--- src/include/twsrp_consts.vh ---
`ifndef TWSRP_CONSTS_VH
`define TWSRP_CONSTS_VH
// Bus address (8-bit write form) answered when the strap is low.
`define TWSRP_ADDR_STRAP_LO 8'h90
// Bus address (8-bit write form) answered when the strap is high.
`define TWSRP_ADDR_STRAP_HI 8'hBA
// Bits in a serial byte.
`define TWSRP_BYTE_BITS 4'h8
// Width of register address and register data.
`define TWSRP_REG_WIDTH 16
// Depth of the pin synchronisers.
`define TWSRP_SYNC_STAGES 2
`endif

--- src/verilog/twsrp_sync.v ---
`timescale 1ns/1ps
`default_nettype none
// Two-flop synchroniser for one asynchronous input, frozen while the enable is low.
module twsrp_sync #(
    parameter RESET_VAL = 1'b1
) (
    input wire clk,
    input wire rst_b,
    input wire clkEn,
    input wire asyncIn,
    output wire syncOut
);
    // First stage; only the second stage reads it.
    reg meta_r;
    // Second stage, safe to use.
    reg stable_r;

    // Both stages shift together on every enabled edge.
    always @(posedge clk or negedge rst_b) begin
        if (!rst_b) begin
            meta_r <= RESET_VAL;
            stable_r <= RESET_VAL;
        end else if (clkEn) begin
            meta_r <= asyncIn;
            stable_r <= meta_r;
        end
    end

    assign syncOut = stable_r;
endmodule // twsrp_sync
`default_nettype wire

--- src/verilog/twsrp_port.v ---
`timescale 1ns/1ps
`default_nettype none
`include "twsrp_consts.vh"

////////////////////////////////////////////////////////////////////////////////
// Overview of operation
// - Slave-only serial access to internal registers.
// - Start, address byte, register address, data, stop.
// - Both lines high means the bus idles.
// - Strap low answers 0x90, high 0xBA.
// - Programmed address overrides strap default.
// - Start is data falling while clock high.
// - Repeated start begins fresh address phase.
// - Bytes MSB first, data stable clock high.
// - Ninth bit acknowledge; no-acknowledge ends reads.
// - Stop is data rising while clock high.
// - Address, data two bytes each, MSB first.
module twsrp_port #(
    parameter REG_WIDTH = `TWSRP_REG_WIDTH
) (
    input wire clk,
    input wire rst_b,
    input wire clkEn,
    input wire serialClockIn,
    input wire serialDataLineIn,
    output wire serialDataLineOut,
    output wire serialDataLineOe_b,
    input wire addressSelectStrap,
    input wire [6:0] progAddr,
    input wire progAddrValid,
    output reg [REG_WIDTH-1:0] regAddr,
    output reg [REG_WIDTH-1:0] regWrData,
    output reg regWrStrobe,
    output reg regRdStrobe,
    input wire [REG_WIDTH-1:0] regRdData,
    output wire busIdle,
    output reg busBusy
);
    ////////////////////////////////////////////////////////////////////////////
    // One-hot states of the byte sequencer.
    localparam [6:0] ST_IDLE = 7'h01;
    localparam [6:0] ST_DEVADDR = 7'h02;
    localparam [6:0] ST_ADDRHI = 7'h04;
    localparam [6:0] ST_ADDRLO = 7'h08;
    localparam [6:0] ST_WRDATA = 7'h10;
    localparam [6:0] ST_RDDATA = 7'h20;
    localparam [6:0] ST_IGNORE = 7'h40;

    // Synchronised line levels and their previous samples.
    wire sclSync;
    wire sdaSync;
    reg sclPrev_r;
    reg sdaPrev_r;

    // Synchronise serial clock and data before any logic sees them.
    twsrp_sync #(.RESET_VAL(1'b1)) uSyncScl (
        .clk(clk),
        .rst_b(rst_b),
        .clkEn(clkEn),
        .asyncIn(serialClockIn),
        .syncOut(sclSync)
    );
    twsrp_sync #(.RESET_VAL(1'b1)) uSyncSda (
        .clk(clk),
        .rst_b(rst_b),
        .clkEn(clkEn),
        .asyncIn(serialDataLineIn),
        .syncOut(sdaSync)
    );

    // Delayed copies for edge detection.
    always @(posedge clk or negedge rst_b) begin
        if (!rst_b) begin
            sclPrev_r <= 1'b1;
            sdaPrev_r <= 1'b1;
        end else if (clkEn) begin
            sclPrev_r <= sclSync;
            sdaPrev_r <= sdaSync;
        end
    end

    // Edges and bus conditions; only the master creates them, we only watch.
    wire sclRise = sclSync & ~sclPrev_r;
    wire sclFall = ~sclSync & sclPrev_r;
    wire startCond = sclSync & sclPrev_r & sdaPrev_r & ~sdaSync;
    wire stopCond = sclSync & sclPrev_r & ~sdaPrev_r & sdaSync;
    assign busIdle = sclSync & sdaSync;

    ////////////////////////////////////////////////////////////////////////////
    // Strap is caught after reset release, never by the asynchronous reset.
    reg strapSeen_r;
    reg strapLatched_r;
    always @(posedge clk or negedge rst_b) begin
        if (!rst_b) begin
            strapSeen_r <= 1'b0;
            strapLatched_r <= 1'b0;
        end else if (clkEn && !strapSeen_r) begin
            strapSeen_r <= 1'b1;
            strapLatched_r <= addressSelectStrap;
        end
    end

    // Programmed address overrides the strap choice.
    wire [7:0] strapAddr = strapLatched_r ? `TWSRP_ADDR_STRAP_HI : `TWSRP_ADDR_STRAP_LO;
    wire [6:0] myAddr = progAddrValid ? progAddr : strapAddr[7:1];

    ////////////////////////////////////////////////////////////////////////////
    // Sequencer registers.
    reg [6:0] state_r;
    reg [3:0] bitCnt_r; // Bit in byte; 8 is the acknowledge slot.
    reg [7:0] shift_r; // Received or transmitted byte.
    reg readDir_r; // Current transfer reads.
    reg ackDrive_r; // Pull the data line low.
    reg txBit_r; // Bit driven during a read.
    reg txActive_r; // Slave drives data bits.
    reg byteHi_r; // Write: next data byte is the high byte; read: byte being sent is the high byte.
    reg [7:0] wrHi_r; // Held high byte of write data.
    reg masterNack_r; // Master declined the last read byte.

    // Drive low only: open-drain, enable active low while driving.
    wire driveLow = ackDrive_r | (txActive_r & ~txBit_r);
    assign serialDataLineOut = 1'b0;
    assign serialDataLineOe_b = ~driveLow;

    // Byte receive/transmit sequencer.
    always @(posedge clk or negedge rst_b) begin
        if (!rst_b) begin
            state_r <= ST_IDLE;
            bitCnt_r <= 4'h0;
            shift_r <= 8'h00;
            readDir_r <= 1'b0;
            ackDrive_r <= 1'b0;
            txBit_r <= 1'b1;
            txActive_r <= 1'b0;
            byteHi_r <= 1'b1;
            wrHi_r <= 8'h00;
            masterNack_r <= 1'b0;
            regAddr <= {REG_WIDTH{1'b0}};
            regWrData <= {REG_WIDTH{1'b0}};
            regWrStrobe <= 1'b0;
            regRdStrobe <= 1'b0;
            busBusy <= 1'b0;
        end else if (clkEn) begin
            regWrStrobe <= 1'b0;
            regRdStrobe <= 1'b0;
            // Step past a written word only after its strobe cycle, so the
            // register side sees the address that belongs to the data.
            if (regWrStrobe) begin
                regAddr <= regAddr + 16'h0002;
            end
            if (startCond) begin
                // Start or repeated start opens a fresh address phase.
                state_r <= ST_DEVADDR;
                // The clock fall that closes the start wraps this to zero.
                bitCnt_r <= 4'hF;
                ackDrive_r <= 1'b0;
                txActive_r <= 1'b0;
                busBusy <= 1'b1;
            end else if (stopCond) begin
                // Stop releases the bus and the line.
                state_r <= ST_IDLE;
                ackDrive_r <= 1'b0;
                txActive_r <= 1'b0;
                busBusy <= 1'b0;
            end else if (sclRise && bitCnt_r < `TWSRP_BYTE_BITS) begin
                // Sample MSB first on the rising edge, data stable while high.
                // While reading, the shifter holds our own outgoing bits instead.
                if (state_r != ST_RDDATA) begin
                    shift_r <= {shift_r[6:0], sdaSync};
                end
            end else if (sclRise) begin
                // Acknowledge slot: in a read, a high line is a no-acknowledge.
                masterNack_r <= sdaSync;
                // Ask for the next word half a serial period before it is loaded.
                if ((state_r == ST_DEVADDR && readDir_r && ackDrive_r) ||
                        (state_r == ST_RDDATA && !byteHi_r && !sdaSync)) begin
                    regRdStrobe <= 1'b1;
                end
            end else if (sclFall) begin
                case (state_r)
                    ST_IDLE, ST_IGNORE: begin
                        // Not addressed: stay off the line.
                        bitCnt_r <= 4'h0;
                    end
                    default: begin
                        if (bitCnt_r == 4'h7) begin
                            // Eighth bit done: decide acknowledge.
                            bitCnt_r <= `TWSRP_BYTE_BITS;
                            txActive_r <= 1'b0;
                            case (state_r)
                                ST_DEVADDR: begin
                                    if (shift_r[7:1] == myAddr) begin
                                        ackDrive_r <= 1'b1;
                                        readDir_r <= shift_r[0];
                                    end else begin
                                        state_r <= ST_IGNORE;
                                    end
                                end
                                ST_RDDATA: begin
                                    // The master acknowledges reads, not us.
                                    ackDrive_r <= 1'b0;
                                end
                                default: begin
                                    // Every received byte is acknowledged.
                                    ackDrive_r <= 1'b1;
                                end
                            endcase
                        end else if (bitCnt_r == `TWSRP_BYTE_BITS) begin
                            // Acknowledge slot done: move to the next byte.
                            bitCnt_r <= 4'h0;
                            ackDrive_r <= 1'b0;
                            case (state_r)
                                ST_DEVADDR: begin
                                    if (readDir_r) begin
                                        state_r <= ST_RDDATA;
                                        byteHi_r <= 1'b1;
                                        shift_r <= {regRdData[REG_WIDTH-2:REG_WIDTH-8], 1'b0};
                                        txBit_r <= regRdData[REG_WIDTH-1];
                                        txActive_r <= 1'b1;
                                    end else begin
                                        state_r <= ST_ADDRHI;
                                    end
                                end
                                ST_ADDRHI: begin
                                    // High address byte arrives first.
                                    regAddr <= {shift_r, regAddr[7:0]};
                                    state_r <= ST_ADDRLO;
                                end
                                ST_ADDRLO: begin
                                    regAddr <= {regAddr[REG_WIDTH-1:8], shift_r};
                                    state_r <= ST_WRDATA;
                                    byteHi_r <= 1'b1;
                                end
                                ST_WRDATA: begin
                                    // Two bytes, MSB first, form one write.
                                    if (byteHi_r) begin
                                        wrHi_r <= shift_r;
                                        byteHi_r <= 1'b0;
                                    end else begin
                                        regWrData <= {wrHi_r, shift_r};
                                        regWrStrobe <= 1'b1;
                                        byteHi_r <= 1'b1;
                                    end
                                end
                                ST_RDDATA: begin
                                    if (masterNack_r) begin
                                        // No-acknowledge ends the read.
                                        state_r <= ST_IGNORE;
                                    end else begin
                                        txActive_r <= 1'b1;
                                        if (byteHi_r) begin
                                            shift_r <= {regRdData[6:0], 1'b0};
                                            txBit_r <= regRdData[7];
                                            byteHi_r <= 1'b0;
                                            regAddr <= regAddr + 16'h0002;
                                        end else begin
                                            shift_r <= {regRdData[14:8], 1'b0};
                                            txBit_r <= regRdData[15];
                                            byteHi_r <= 1'b1;
                                        end
                                    end
                                end
                                default: begin
                                    state_r <= ST_IGNORE;
                                end
                            endcase
                        end else begin
                            bitCnt_r <= bitCnt_r + 4'h1;
                            if (state_r == ST_RDDATA) begin
                                // Next bit out while the clock is low.
                                txBit_r <= shift_r[7];
                                shift_r <= {shift_r[6:0], 1'b0};
                            end
                        end
                    end
                endcase
            end
        end
    end
endmodule // twsrp_port
`default_nettype wire

--- config.mk ---
export PLATFORM = sky130hd
export DESIGN_NAME = twsrp_port
export DESIGN_NICKNAME = d
export VERILOG_FILES = /design/src/verilog/twsrp_sync.v /design/src/verilog/twsrp_port.v
export VERILOG_INCLUDE_DIRS = /design/src /design/src/include
export SDC_FILE = /design/constraint.sdc
export NUM_CORES = 1
export LEC_CHECK = 0
export BUFFER_PORTS_ARGS = -buffer_cell sky130_fd_sc_hd__buf_2
export CAP_MARGIN = 20
export CELL_PAD_IN_SITES_DETAIL_PLACEMENT = 1
export CELL_PAD_IN_SITES_GLOBAL_PLACEMENT = 2
export CORE_ASPECT_RATIO = 0.9
export CORE_MARGIN = 5
export CORE_UTILIZATION = 36
export CTS_BUF_LIST = sky130_fd_sc_hd__clkbuf_16
export DETAILED_ROUTE_END_ITERATION = 10
export GPL_TIMING_DRIVEN = 1
export HOLD_SLACK_MARGIN = 0.12
export PLACE_DENSITY = 0.82
export SETUP_SLACK_MARGIN = 0.05
export SLEW_MARGIN = 20
export SYNTH_ARGS = -nofsm -noshare
export SYNTH_HDL_FRONTEND = slang
export SYNTH_SLANG_ARGS = --single-unit
export TNS_END_PERCENT = 20
--- constraint.sdc ---
create_clock -name clk -period 3.35 [get_ports clk]
set_input_delay 1.005 -clock clk [delete_from_list [all_inputs] [get_ports clk]]
set_output_delay 1.005 -clock clk [all_outputs]
set_load 0.01 [all_outputs]
# Yosys cells after proc, flatten, opt, wreduce, memory -nomap -nowiden
# Index checks and enable logic that the tools add are counted.
[totals] ff_bits=76 latchBits=0 ramBits=0 mem_bits_ro=0 output_inout_bits=38 memories=0
[classes] n_addsub=2 multipliers=0 n_div=0 order_cmp=1 eq_ne=36 shift=0 muxes=93 bitwise=23 n_reduce_logical=36
[ops] operator="$mux W16" n=11
[ops] operator="$mux W8" n=11
[ops] operator="$mux W7" n=12
[ops] operator="$pmux W16 S3" n=1
[ops] operator="$mux W1" n=42
[ops] operator="$reduce_and A12 Y1" n=3
[ops] operator="$pmux W7 S5" n=1
[ops] operator="$mux W4" n=8
[ops] operator="$reduce_and A11 Y1" n=2
[ops] operator="$ne A4 B4 Y1 const B" n=5
[ops] operator="$ne A5 B4 Y1 const B" n=4
[ops] operator="$reduce_and A10 Y1" n=2
[ops] operator="$ne A9 B9 Y1 const B" n=2
[ops] operator="$add A16 B2 Y16 const B" n=1
[ops] operator="$pmux W8 S2" n=1
[ops] operator="$not A1 Y1" n=13
[ops] operator="$mux W6" n=2
[ops] operator="$ne A2 B2 Y1 const B" n=6
[ops] operator="$ne A3 B3 Y1 const B" n=4
[ops] operator="$reduce_and A5 Y1" n=2
[ops] operator="$reduce_bool A2 Y1" n=5
[ops] operator="$and A1 B1 Y1" n=9
[ops] operator="$reduce_and A9 Y1" n=1
[ops] operator="$reduce_bool A3 Y1" n=3
[ops] operator="26 further kinds" n=40

# Logic depth before layout (Yosys ltp)
[depth] depth_word=13 mapped_depth=10

# By module
# Synthesis repeated with hierarchy kept, for this count alone.
[unflattened] hier_cells=505 hier_area_um2=4714.5
[modules_own_cells] module="twsrp_port" instances=1 cells_per_inst=497 area_each_um2=4564.4
[modules_own_cells] module="twsrp_sync" instances=2 cells_per_inst=4 area_each_um2=75.1

# Worst setup path after synthesis
# No wires, ideal clock.
[synth_timing] kind="input-to-reg" startpoint="input progAddrValid" endpoint="register state_r[2]" setup_time_ps=125 arrival_ps=2693 t_required_ps=3225 path_slack_ps=532 stages=7 path_cell_list="clkbuf_2 or4b_1 o22ai_1 o211ai_1 o311ai_4 nand2_1 mux2_2"
[synth_via] elab_chain_len=4
[synth_lines] element="from (decl)" line_no="twsrp_port.v:30" text="input wire progAddrValid,"
[synth_lines] element="$mux W7" line_no="twsrp_port.v:105" text="wire [6:0] myAddr = progAddrValid ? progAddr : strapAddr[7:1];"
[synth_lines] element="$eq A7 B7 Y1" line_no="twsrp_port.v:192" text="if (shift_r[7:1] == myAddr) begin"
[synth_lines] element="$ne A4 B4 Y1 (no source line)"
[synth_lines] element="$reduce_and A10 Y1 (no source line)"
[synth_lines] element="to (signal assigned)" line_no="twsrp_port.v:128" text="state_r <= ST_IDLE;"
[synth_lines] element="to (signal assigned)" line_no="twsrp_port.v:196" text="state_r <= ST_IGNORE;"
[synth_lines] element="to (signal assigned)" line_no="twsrp_port.v:215" text="state_r <= ST_RDDATA;"
[synth_lines] element="to (decl)" line_no="twsrp_port.v:109" text="reg [6:0] state_r;"
# No other way between the ends.
# A chain may end at the register's enable or synchronous reset.

# Final worst setup path
[layout_timing] startpoint="register state_r[1]" endpoint="register txBit_r"
[layout_via] elab_chain_len=4
[layout_lines] element="from (signal assigned)" line_no="twsrp_port.v:128"
[layout_lines] element="from (signal assigned)" line_no="twsrp_port.v:153" text="state_r <= ST_DEVADDR;"
[layout_lines] element="from (signal assigned)" line_no="twsrp_port.v:161" text="state_r <= ST_IDLE;"
[layout_lines] element="$eq A7 B1 Y1 or $eq A7 B7 Y1 (tied branches)" line_no="twsrp_port.v:180" text="case (state_r)"
[layout_lines] element="$reduce_or A2 Y1" line_no="twsrp_port.v:180"
[layout_lines] element="$not A1 Y1 (no source line)"
[layout_lines] element="$reduce_and A12 Y1 (no source line)"
[layout_lines] element="to (signal assigned)" line_no="twsrp_port.v:218" text="txBit_r <= regRdData[REG_WIDTH-1];"
[layout_lines] element="to (signal assigned)" line_no="twsrp_port.v:253" text="txBit_r <= regRdData[7];"
[layout_lines] element="to (signal assigned)" line_no="twsrp_port.v:258" text="txBit_r <= regRdData[15];"
[layout_lines] element="to (decl)" line_no="twsrp_port.v:114" text="reg txBit_r;"
# Several ways; a longest one is shown, not always the timed one.

==> out/results.ini <==
[run_status]
status=completed

[global_route]
gr-usage-met1_pct=26.67
grt.overflow.total=0
grt_max_degree=77
use_met3_pct=4.083
grt_pass1_vias=4137
grt_busiest_layer=met2
use_met2_pct=31.25
antenna_found_initial=0
grt_first_pass_wirelength_mm=22.92
grt_usage_pct=19.56

[pwr]
p_switching_w=0.001273
p_sw_share_pct=39.35
intPower_w=0.001963
max-vdd-ir-drop_mv=0.2685
p_leak_nw=2.389
p_per_area_nw_per_um2=605.7
power_frac_comb_pct=27.0
p_clk_share_pct=29.4
power_w=0.003236
p_seq_share_pct=43.6

[setup_path]
ff2ff_path_depth=6
critical-path-slowest-cell=and3_1
cp-end-kind=flop
critPathLaunch=state_r[1]
r2r-start=state_r[1]
max_stage_delay_ps=600
crit_family=simple AND/OR/NAND/NOR gates
timing.rr.end=txBit_r
worst_setup_path_start_kind=flop
crit_cells=6
crit_buf_inv=0
r2r_slack_ps=570
endpoint=txBit_r
worstPathArrival_ps=3050
critical_path.max_fanout=12
critPathKind=flop to flop
critPathRequiredTime_ps=3620
cp_cell_sequence=nor3_4, and3_1, nand2_2, a2111oi_0, nor2_1, o32a_1

[clock_network]
cts_tree=done
numCtsBuffers=9
hold_buffers=0
clk_latency_ps=350
cts_num_sinks=76
ctsLongestPathBuffers=2
path_clk_slew_ps=60
cts-root-buf=clkbuf_16
post-cts-setup-buffer-count=0
h-tree-depth=3
ctsResizeCount=0

[synthesis]
synth_top_family_by_area=simple AND/OR/NAND/NOR gates
syn-cell-area_um2=4598
ys_ff_latch=76
synth-xor-area-share_pct=2.476
synth-seq-area-share_pct=41.61
yosys-top-cells-count=dfrtp_1, mux2_2, nand2_1, nand3_1, a21oi_1
syn_nets=495
synth_area_leader_cell=dfrtp_1
yosysWarnings=0
synthArstFlopShare_pct=100.0
synth_most_common_cell=dfrtp_1
yosysTopAreaCellShare_pct=36.46
synth-edff-count=0
synth_compound_area_share_pct=18.78
synthAdderAreaFrac_pct=0.8163
ys.flop_type=dfrtp_1
synth.avg_cell_area_um2=9.953
synth_simple_gate_area_share_pct=19.40
synth_cells=462
synth_cell_types=78
synthMuxAreaShare_pct=12.22
yosys-top-cells-area=dfrtp_1, mux2_2, dfstp_2

[placement]
place_area_um2=5032
hpwlAfterDp_mm=10.35
gp_congestion=0.8932
port_buffers=66

[final_layout]
antenna_cells=0
fillerInstances=1465
finish.net_count=553
syn_to_final_growth_pct=16.19
final_area_um2=5343
drive_gt1_share_pct=29.90
post-route-util_pct=42.44
register_area_um2=1913
multi_input_area_um2=2472

[floorplanning]
num_rows=39
core_um2=12590
die_w_um=129.1
dieArea_um2=15140
die_y_um=117.2
start_util_pct=36.52
ios=68

[timing]
final_hold_viol_count=0
setup_viol=0
finalSetupTns_ps=0
fmax_mhz=359.9
fin_worst_skew_ps=11.09
maxSlewViolCount=0
relSlewSlack_pct=51.14
grt_setup_unrepaired=no
fin_crit_sh_pct=82.93
layout_min_cycle_time_ps=2778
tightest_slew_ps=731.3

[routing]
drtAntennaViolNets=0
drc=0
routed_wl_mm=14.29
wl_per_cell_um=20.75
vias_per_cell=5.894
vias=4061
dr.pass1.iters=4
drt_iter0_markers=176

[min_path]
hp-class=flop to flop

[flow_run]
cap_violations=0

==> cell type report <==
type	instances	share of cell area [%]
tap	164	3.841
clock buffer	9	4.215
sequential	76	35.81
multi-input combinational	346	46.28
inverter	11	0.7728
timing repair buffer	76	8.009
clock inverter	7	1.077
==> worst min-delay path by stage <==
stage	start	to	slack [ps]	cells past startpoint
2_1_floorplan	strapSeen_r	strapSeen_r	450	1
4_1_cts	regRdStrobe	regRdStrobe	500	1
5_1_grt	regRdStrobe	regRdStrobe	500	1
3_5_place_dp	regWrData[14]	regWrData[14]	480	1
3_3_place_gp	strapSeen_r	strapSeen_r	460	1
6_report	regRdStrobe	regRdStrobe	490	1
==> cell usage in the layout (no fill, tap or decap), types with 8 or more instances in the layout <==
cell / synthesis / final
nor4_1: 8 / 8
a21oi_1: 25 / 25
o21ai_0: 23 / 23
o211ai_1: 8 / 8
clkbuf_16: 0 / 9
mux2i_1: 10 / 10
nand2_1: 33 / 33
nor2_1: 20 / 20
dfrtp_1: 67 / 67
nor3_1: 8 / 8
buf_4: 4 / 10
nand3_1: 27 / 27
dfstp_2: 9 / 9
mux2_2: 39 / 39
buf_2: 5 / 65
inv_1: 11 / 11
==> sequential cells by signal, summed over array words and instances, names as in the netlist, 4 cells and up <==
register	count
bitCnt_r	4
regAddr	16
state_r	7
regWrData	16
wrHi_r	8
shift_r	8
==> cells by family after synthesis <==
kind of cell	Yosys count
buffers and inverters	40
AOI/OAI and AO/OA	121
other	1
muxes	51
adders and majority gates	3
and+or+nand+nor	157
DFF	76
xor gates and xnor gates	13
==> power by group through the flow <==
stage,Combinational (W),Sequential (W),Clock (W)
2_1_floorplan,0.000777,0.00119,0
3_3_place_gp,0.000837,0.00141,0
3_5_place_dp,0.000871,0.00142,0
4_1_cts,0.000879,0.00141,0.000969
5_1_grt,0.000980,0.00144,0.00101
6_report,0.000874,0.00141,0.000950
==> per-stage QoR <==
stage | hold WS (ps) | setup slack, ps | instances
final | 490.6 | 571.7 | 689
after floorplan | 445.0 | 532.4 | 462
after global routing | 497.4 | 314.8 | 689
after global placement | 460.8 | 472.7 | 672
after detailed placement | 478.2 | 398.9 | 672
after CTS | 497.8 | 579.5 | 688
==> routing by layer <==
| layer | vias to the layer above | wire (um) |
|---|---|---|
| met1 | 2095 | 6445 |
| met2 | 94 | 6835 |
| met4 | 0 | 189 |
| met5 | - | 0 |
| met3 | 14 | 824 |
| li1 | 1858 | - |
Note: power is estimated with default switching activity, not from simulation.
